$ cat src/pkg/eeprom_port_defs.svh
// Behaviour
// - A 512-byte data EEPROM array, separate from program and data memory.
// - Each single byte can be read or written on its own.
// - Address, data and control registers sit in the I/O register space.
// - Writes are self-timed; a busy bit shows when the next byte may go.
// - A triggered read stalls the CPU for four clock cycles.
// - A triggered write stalls the CPU for two clock cycles.
// - A write is accepted only through the guarded two-step procedure.
// - The byte address is a 9-bit field, bits 8 to 0 of the pair.
// - Address bits 15 to 9 are reserved and read as zero.
// - Bytes are addressed linearly from zero to the last location.
// - Reset leaves the address register undefined.
// - A write programs the data register byte at the held address.
// - A read loads the byte at the held address into the data register.
// - Write starts only within four cycles of master enable, then it clears.
// - Hardware clears the write strobe when the write time has elapsed.
// - Setting the read strobe reads at once; data is there immediately.
// - During a write, no read and no address change.
`ifndef EEPROM_PORT_DEFS_SVH
`define EEPROM_PORT_DEFS_SVH

// ****************************************
// I/O register offsets
// ****************************************
`define IO_ADDR_W        6
`define OFS_DATA_BYTE    6'h00
`define OFS_ADDR_LOW     6'h01
`define OFS_ADDR_HIGH    6'h02
`define OFS_CONTROL      6'h03

// ****************************************
// Control field positions
// ****************************************
`define CTL_READ_BIT     0
`define CTL_WRITE_BIT    1
`define CTL_MASTER_BIT   2

// ****************************************
// Sizes, reset values, timing
// ****************************************
`define NV_DEPTH         512
`define NV_ADDR_W        9
`define DATA_RESET       8'h00
`define MASTER_WIN_CYC   3'h4
`define READ_STALL_CYC   3'h4
`define WRITE_STALL_CYC  3'h2
`define CLK_PERIOD_NS    4
`define PROG_TIME_NS     3400000
`define PROG_CYCLES      (`PROG_TIME_NS / `CLK_PERIOD_NS)

`endif

$ cat src/pkg/eeprom_port_pkg.sv
package eeprom_port_pkg;
   typedef enum logic [0:0] {
      WR_IDLE = 1'b0,
      WR_BUSY = 1'b1
   } wr_state_e;
   typedef logic [7:0] byte_t;
endpackage

$ cat src/rtl/nv_byte_array.sv
`timescale 1ns/100ps
`default_nettype none
module nv_byte_array #(
   parameter int DEPTH  = 512,
   parameter int ADDR_W = 9
) (
   // Clock
   input  wire logic              clk,
   // Write port
   input  wire logic              wrEn,
   input  wire logic [ADDR_W-1:0] wrAddr,
   input  wire logic [7:0]        wrData,
   // Read port
   input  wire logic [ADDR_W-1:0] rdAddr,
   output logic      [7:0]        rdData
);
   // ****************************************
   // Storage
   // ****************************************
   // Not reset: contents model nonvolatile cells
   logic [7:0] cells_r [DEPTH];

   generate
      if (DEPTH != (1 << ADDR_W)) begin : g_bad
         $error("Depth must equal two to the address width");
      end
   endgenerate

   always_ff @(posedge clk) begin
      if (wrEn) begin
         cells_r[wrAddr] <= wrData;
      end
   end

   // Linear index, no remapping
   assign rdData = cells_r[rdAddr];
endmodule
`default_nettype wire

$ cat src/rtl/eeprom_port.sv
`timescale 1ns/100ps
`default_nettype none
`include "eeprom_port_defs.svh"
module eeprom_port
   import eeprom_port_pkg::*;
#(
   parameter int DEPTH       = `NV_DEPTH,
   parameter int ADDR_W      = `NV_ADDR_W,
   parameter int PROG_CYCLES = `PROG_CYCLES
) (
   // Clock and reset
   input  wire logic                 clk,
   input  wire logic                 reset_n,
   // I/O register port
   input  wire logic [`IO_ADDR_W-1:0] ioAddr,
   input  wire logic                 ioWrite,
   input  wire logic                 ioRead,
   input  wire logic [7:0]           ioWdata,
   output logic      [7:0]           ioRdata,
   // CPU halt
   output logic                      cpuStall
);
   // ****************************************
   // Decode
   // ****************************************
   function automatic logic hit(input logic [`IO_ADDR_W-1:0] a,
                                input logic [`IO_ADDR_W-1:0] ofs);
      hit = (a == ofs);
   endfunction

   logic            ctrlWr;
   logic            dataWr;
   logic            lowWr;
   logic            highWr;
   logic            readGo;
   logic            writeGo;
   logic            commit;
   logic [7:0]      arrayRd;
   logic [ADDR_W-1:0] addr_r;
   byte_t           data_r;
   byte_t           progData_r;
   logic            masterEn_r;
   logic [2:0]      meCnt_r;
   logic [2:0]      stallCnt_r;
   logic [31:0]     progCnt_r;
   wr_state_e       wrState_r;
   logic            busy;

   generate
      if (PROG_CYCLES < 1 || ADDR_W != 9 || DEPTH != (1 << ADDR_W))
      begin : g_bad
         $error("Unsupported eeprom port parameters");
      end
   endgenerate

   // Registers live in the I/O space
   always_comb begin
      ctrlWr = 1'b0;
      dataWr = 1'b0;
      lowWr  = 1'b0;
      highWr = 1'b0;
      if (!ioWrite) begin
         ctrlWr = 1'b0;
      end else if (hit(ioAddr, `OFS_CONTROL)) begin
         ctrlWr = 1'b1;
      end else if (hit(ioAddr, `OFS_DATA_BYTE)) begin
         dataWr = 1'b1;
      end else if (hit(ioAddr, `OFS_ADDR_LOW)) begin
         lowWr = 1'b1;
      end else if (hit(ioAddr, `OFS_ADDR_HIGH)) begin
         highWr = 1'b1;
      end
   end

   assign busy = (wrState_r == WR_BUSY);
   // Write wins over read when both strobes arrive together
   assign writeGo = ctrlWr && ioWdata[`CTL_WRITE_BIT] && masterEn_r
                    && !busy;
   assign readGo  = ctrlWr && ioWdata[`CTL_READ_BIT] && !busy
                    && !writeGo;
   assign commit  = busy && (progCnt_r == 32'h0000_0001);

   // ****************************************
   // Address register
   // ****************************************
   // No reset on purpose: contents undefined until software loads it
   always_ff @(posedge clk) begin
      if (lowWr && !busy) begin
         addr_r[7:0] <= ioWdata;
      end
      if (highWr && !busy) begin
         addr_r[8] <= ioWdata[0];
      end
   end

   // ****************************************
   // Data register
   // ****************************************
   always_ff @(posedge clk) begin
      if (!reset_n) begin
         data_r <= `DATA_RESET;
      end else if (readGo) begin
         data_r <= arrayRd;
      end else if (dataWr) begin
         data_r <= ioWdata;
      end
   end

   // ****************************************
   // Master enable window
   // ****************************************
   always_ff @(posedge clk) begin
      if (!reset_n) begin
         masterEn_r <= 1'b0;
         meCnt_r    <= 3'h0;
      end else if (ctrlWr && ioWdata[`CTL_MASTER_BIT]
                   && !ioWdata[`CTL_WRITE_BIT]) begin
         masterEn_r <= 1'b1;
         meCnt_r    <= `MASTER_WIN_CYC - 3'h1;
      end else if (masterEn_r) begin
         if (meCnt_r == 3'h0 || writeGo) begin
            masterEn_r <= 1'b0;
         end
         meCnt_r <= meCnt_r - 3'h1;
      end
   end

   // ****************************************
   // Self-timed write
   // ****************************************
   always_ff @(posedge clk) begin
      if (!reset_n) begin
         wrState_r  <= WR_IDLE;
         progCnt_r  <= 32'h0000_0000;
         progData_r <= `DATA_RESET;
      end else begin
         case (wrState_r)
            WR_IDLE: begin
               if (writeGo) begin
                  wrState_r  <= WR_BUSY;
                  progCnt_r  <= 32'(PROG_CYCLES);
                  progData_r <= data_r;
               end
            end
            WR_BUSY: begin
               progCnt_r <= progCnt_r - 32'h0000_0001;
               if (commit) begin
                  wrState_r <= WR_IDLE;
               end
            end
            default: wrState_r <= WR_IDLE;
         endcase
      end
   end

   // Array written only at the end of the timed write
   nv_byte_array #(
      .DEPTH  (DEPTH),
      .ADDR_W (ADDR_W)
   ) u_array (
      .clk    (clk),
      .wrEn   (commit),
      .wrAddr (addr_r),
      .wrData (progData_r),
      .rdAddr (addr_r),
      .rdData (arrayRd)
   );

   // ****************************************
   // CPU stall
   // ****************************************
   always_ff @(posedge clk) begin
      if (!reset_n) begin
         stallCnt_r <= 3'h0;
      end else if (readGo) begin
         stallCnt_r <= `READ_STALL_CYC;
      end else if (writeGo) begin
         stallCnt_r <= `WRITE_STALL_CYC;
      end else if (stallCnt_r != 3'h0) begin
         stallCnt_r <= stallCnt_r - 3'h1;
      end
   end

   assign cpuStall = (stallCnt_r != 3'h0);

   // ****************************************
   // Read-back
   // ****************************************
   always_ff @(posedge clk) begin
      if (!reset_n) begin
         ioRdata <= 8'h00;
      end else if (ioRead) begin
         if (hit(ioAddr, `OFS_DATA_BYTE)) begin
            ioRdata <= data_r;
         end else if (hit(ioAddr, `OFS_ADDR_LOW)) begin
            ioRdata <= addr_r[7:0];
         end else if (hit(ioAddr, `OFS_ADDR_HIGH)) begin
            ioRdata <= {7'h00, addr_r[8]};
         end else if (hit(ioAddr, `OFS_CONTROL)) begin
            ioRdata <= {5'h00, masterEn_r, busy, 1'b0};
         end else begin
            ioRdata <= 8'h00;
         end
      end
   end
endmodule
`default_nettype wire

$ cat config.mk
export PLATFORM = sky130hd
export DESIGN_NAME = eeprom_port
export DESIGN_NICKNAME = d
export VERILOG_FILES = /design/src/pkg/eeprom_port_pkg.sv /design/src/rtl/nv_byte_array.sv /design/src/rtl/eeprom_port.sv
export VERILOG_INCLUDE_DIRS = /design/src /design/src/pkg
export SDC_FILE = /design/constraint.sdc
export NUM_CORES = 2
export LEC_CHECK = 0
export ABC_AREA = 1
export BUFFER_PORTS_ARGS = -buffer_cell sky130_fd_sc_hd__buf_2
export CORE_ASPECT_RATIO = 1.4
export CORE_MARGIN = 1
export CORE_UTILIZATION = 30
export DETAILED_ROUTE_END_ITERATION = 12
export PLACE_DENSITY_LB_ADDON = 0.1
export REMOVE_ABC_BUFFERS = 1
export SYNTH_ARGS = -nofsm -noshare
export SYNTH_HDL_FRONTEND = slang
export SYNTH_HIERARCHICAL = 1
export SYNTH_SLANG_ARGS = --single-unit
$ cat constraint.sdc
create_clock -name clk -period 14.2 [get_ports clk]
set_input_delay 4.26 -clock clk [delete_from_list [all_inputs] [get_ports clk]]
set_output_delay 4.26 -clock clk [all_outputs]
set_load 0.01 [all_outputs]
==> impl_metrics.toml <==
[sta]
period_share_pct = 43.26
relSlewSlack_pct = 15.06
timing.setup.tns_ps = 0
skew_ps = 61.86
slew_viol_final = 0
postLayoutSetupSlackWorst_ps = 8057
setup_violations = 0
rsz0062_at_grt = "false"
fin_crit_ps = 6143
finalHoldViolations = 0
fmax_mhz = 162.8
tightest_slew_ps = 1274

[global_routing]
grt_pass1_vias = 107100
track_usage_pct = 19.49
grt_max_degree = 180
grt-ovfl-total = 0
grt_pass1_wl_um = 815100
antenna_found_initial = 24

[place]
post-place-ws_ps = 7723
portBuffers = 26
place.gp.congestion = 0.7665
placed_cell_area_sq_um = 176800
hpwl_um = 315700

[setup_path]
cp.required_ps = 15070
critPathCaptureType = "flip-flop"
arrival_ps = 7020
crit_path_start_kind = "flip-flop"
path_max_fanout = 114
critPathKind = "reg2reg"

[route]
antenna_left = 0
drt_iter0_drc = 8275
viasPerCell = 4.942
remaining_drc_errors = 0
wl_per_cell_um = 25.94
dr.pass1.iters = 5
wl_um = 572200
dr_total_vias = 109000

[logic_synthesis]
ys_warn_count = 6
synth_edf_count = 4105
synth_seq_cells = 4169
ys_seq_area_share_pct = 73.11
post_synth_instance_area_sq_um = 170400
yosys-top-cells-area = "edfxtp_1, nand3_1, nand2_1"
yosys.area.top_type = "edfxtp_1"
synth.avg_cell_area_sq_um = 11.81
synth_top_area_share_pct = 72.36
ys.flop_type = "edfxtp_1"
postSynthCellCount = 14430
async_reset_ff_share_pct = 0
yosysUniqueCellTypes = 47

[cells_and_area]
final_common_cell = "nand2_1"
multi_input_area_sq_um = 40020
register_area_sq_um = 124600
mostFrequentLayoutCells = "nand2_1, nand3_1, edfxtp_1, nor2_1, clkbuf_16"
fill_cells = 56220
final_cell_area_sq_um = 190600
drive_gt1_share_pct = 6.358
synthToLayoutAreaGrowth_pct = 11.86
finalNetCount = 14130
final_util_pct = 33.68

[outcome]
status = "complete, no violations"

[die]
die_w_um = 638.9
io_pins = 27
rows = 327
start_util_pct = 30.11
die_height_um = 893.6
core-area_sq_um = 565800
die_area_sq_um = 570900

[cts]
htreeDepth = 5
postCtsHoldBufs = 0
clkSinkCount = 4169
cts.path.max_buffers = 4
cts_tree = "yes"
post_cts_buffers = 0
clk_pin_slew_ps = 60
cts_resized = 0
clockRootBuffer = "clkbuf_16"
cts_made_buffers = 438
clk_latency_ps = 1040

[hold_path]
hold_class = "reg2reg"

[power]
vdd_ir_drop_max_mv = 0.09414
p_per_area_nw_per_um2 = 129.7
p_leak_uw = 0.06255

[run]
max_cap_viol_count = 0
## area by class of cell
class | instances | share of cell area, %
antenna | 7 | 0.009192
clock buffer | 529 | 6.042
inverter | 117 | 0.2606
timing repair buffer | 240 | 1.161
clock inverter | 287 | 1.187
tap | 7567 | 4.968
sequential | 4169 | 65.37
multi-input combinational | 9144 | 21.00
## state kept, by name (all words and copies together), names as in the netlist
signal and cells:
data_r 8, stallCnt_r 3, busy 1, progData_r 8
ioRdata 8, addr_r 9, masterEn_r 1, progCnt_r 32
u_array/cells_r 4096, meCnt_r 3
## critical path, cell delays in order (launching register included)
cell	delay [ps]
edfxtp_1	670
buf_4	810
buf_4	760
buf_12	490
buf_12	500
nand3_1	140
nand3_1	200
nand3_1	160
nand3_1	240
nand3_1	200
nand3_1	350
nand3_1	430
nand3_1	190
nand2_1	110
inv_1	90
nand4_1	90
nand2_1	100
a21oi_1	60
## synthesized netlist by cell type (all sizes together), types with 2 or more instances
| master | number |
|---|---|
| nand2 | 4265 |
| nand3 | 4123 |
| edfxtp | 4105 |
| buf | 810 |
| nor2 | 621 |
| clkbuf | 190 |
| inv | 116 |
| dfxtp | 64 |
| a21oi | 31 |
| nor3 | 27 |
| o21ai | 24 |
| nand4 | 23 |
| o211ai | 6 |
| a31oi | 4 |
| ha | 4 |
| or2 | 3 |
| nand3b | 2 |
| o22ai | 2 |
## logic make-up (layout without fill, tap and decap cells)
logic type | Yosys count | in the layout | synth area share, %
adders and majority gates | 4 | 4 | 0.02938
buffers and inverters | 1117 | 1173 | 3.480
DFF | 4169 | 4169 | 73.11
xor gates and xnor gates | 1 | 1 | 0.005142
AOI/OAI and AO/OA | 72 | 72 | 0.2394
other | 0 | 7 | 0
and+or+nand+nor | 9067 | 9067 | 23.14
## power by group
part	leakage (uW)	internal [uW]	switching (uW)
Sequential	0.0288	13300	1.60
Clock	0.00678	6310	4990
Combinational	0.0270	26.5	78.9
Total	0.0626	19600	5070
## through the flow
step	power, uW	instances	hold WS (ps)
floorplan	13690	13430	422.4
global placement	13670	21240	461.9
detailed placement	13670	21240	445.3
CTS	25030	22050	453.4
global route	25430	22060	475.6
finish	24710	22060	456.4
## final timing paths
path / start / to / slack [ps] / depth (start not counted)
min reg2reg: stallCnt_r[0]$_SDFFE_PP0N_ / stallCnt_r[0]$_SDFFE_PP0N_ / 460 / 1
max reg2reg: addr_r[1]$_DFFE_PP_ / data_r[1]$_SDFFE_PN0P_ / 8060 / 17
min: stallCnt_r[0]$_SDFFE_PP0N_ / stallCnt_r[0]$_SDFFE_PP0N_ / 460 / 1
max: addr_r[1]$_DFFE_PP_ / data_r[1]$_SDFFE_PN0P_ / 8060 / 17
## metal layers
metal	share of wire, %	global-route usage (%)
met5	0	0
met4	3.3	6.181
met3	3.7	1.874
met2	50	33.87
met1	43	25.52
Power figures use the tool's default switching activity.
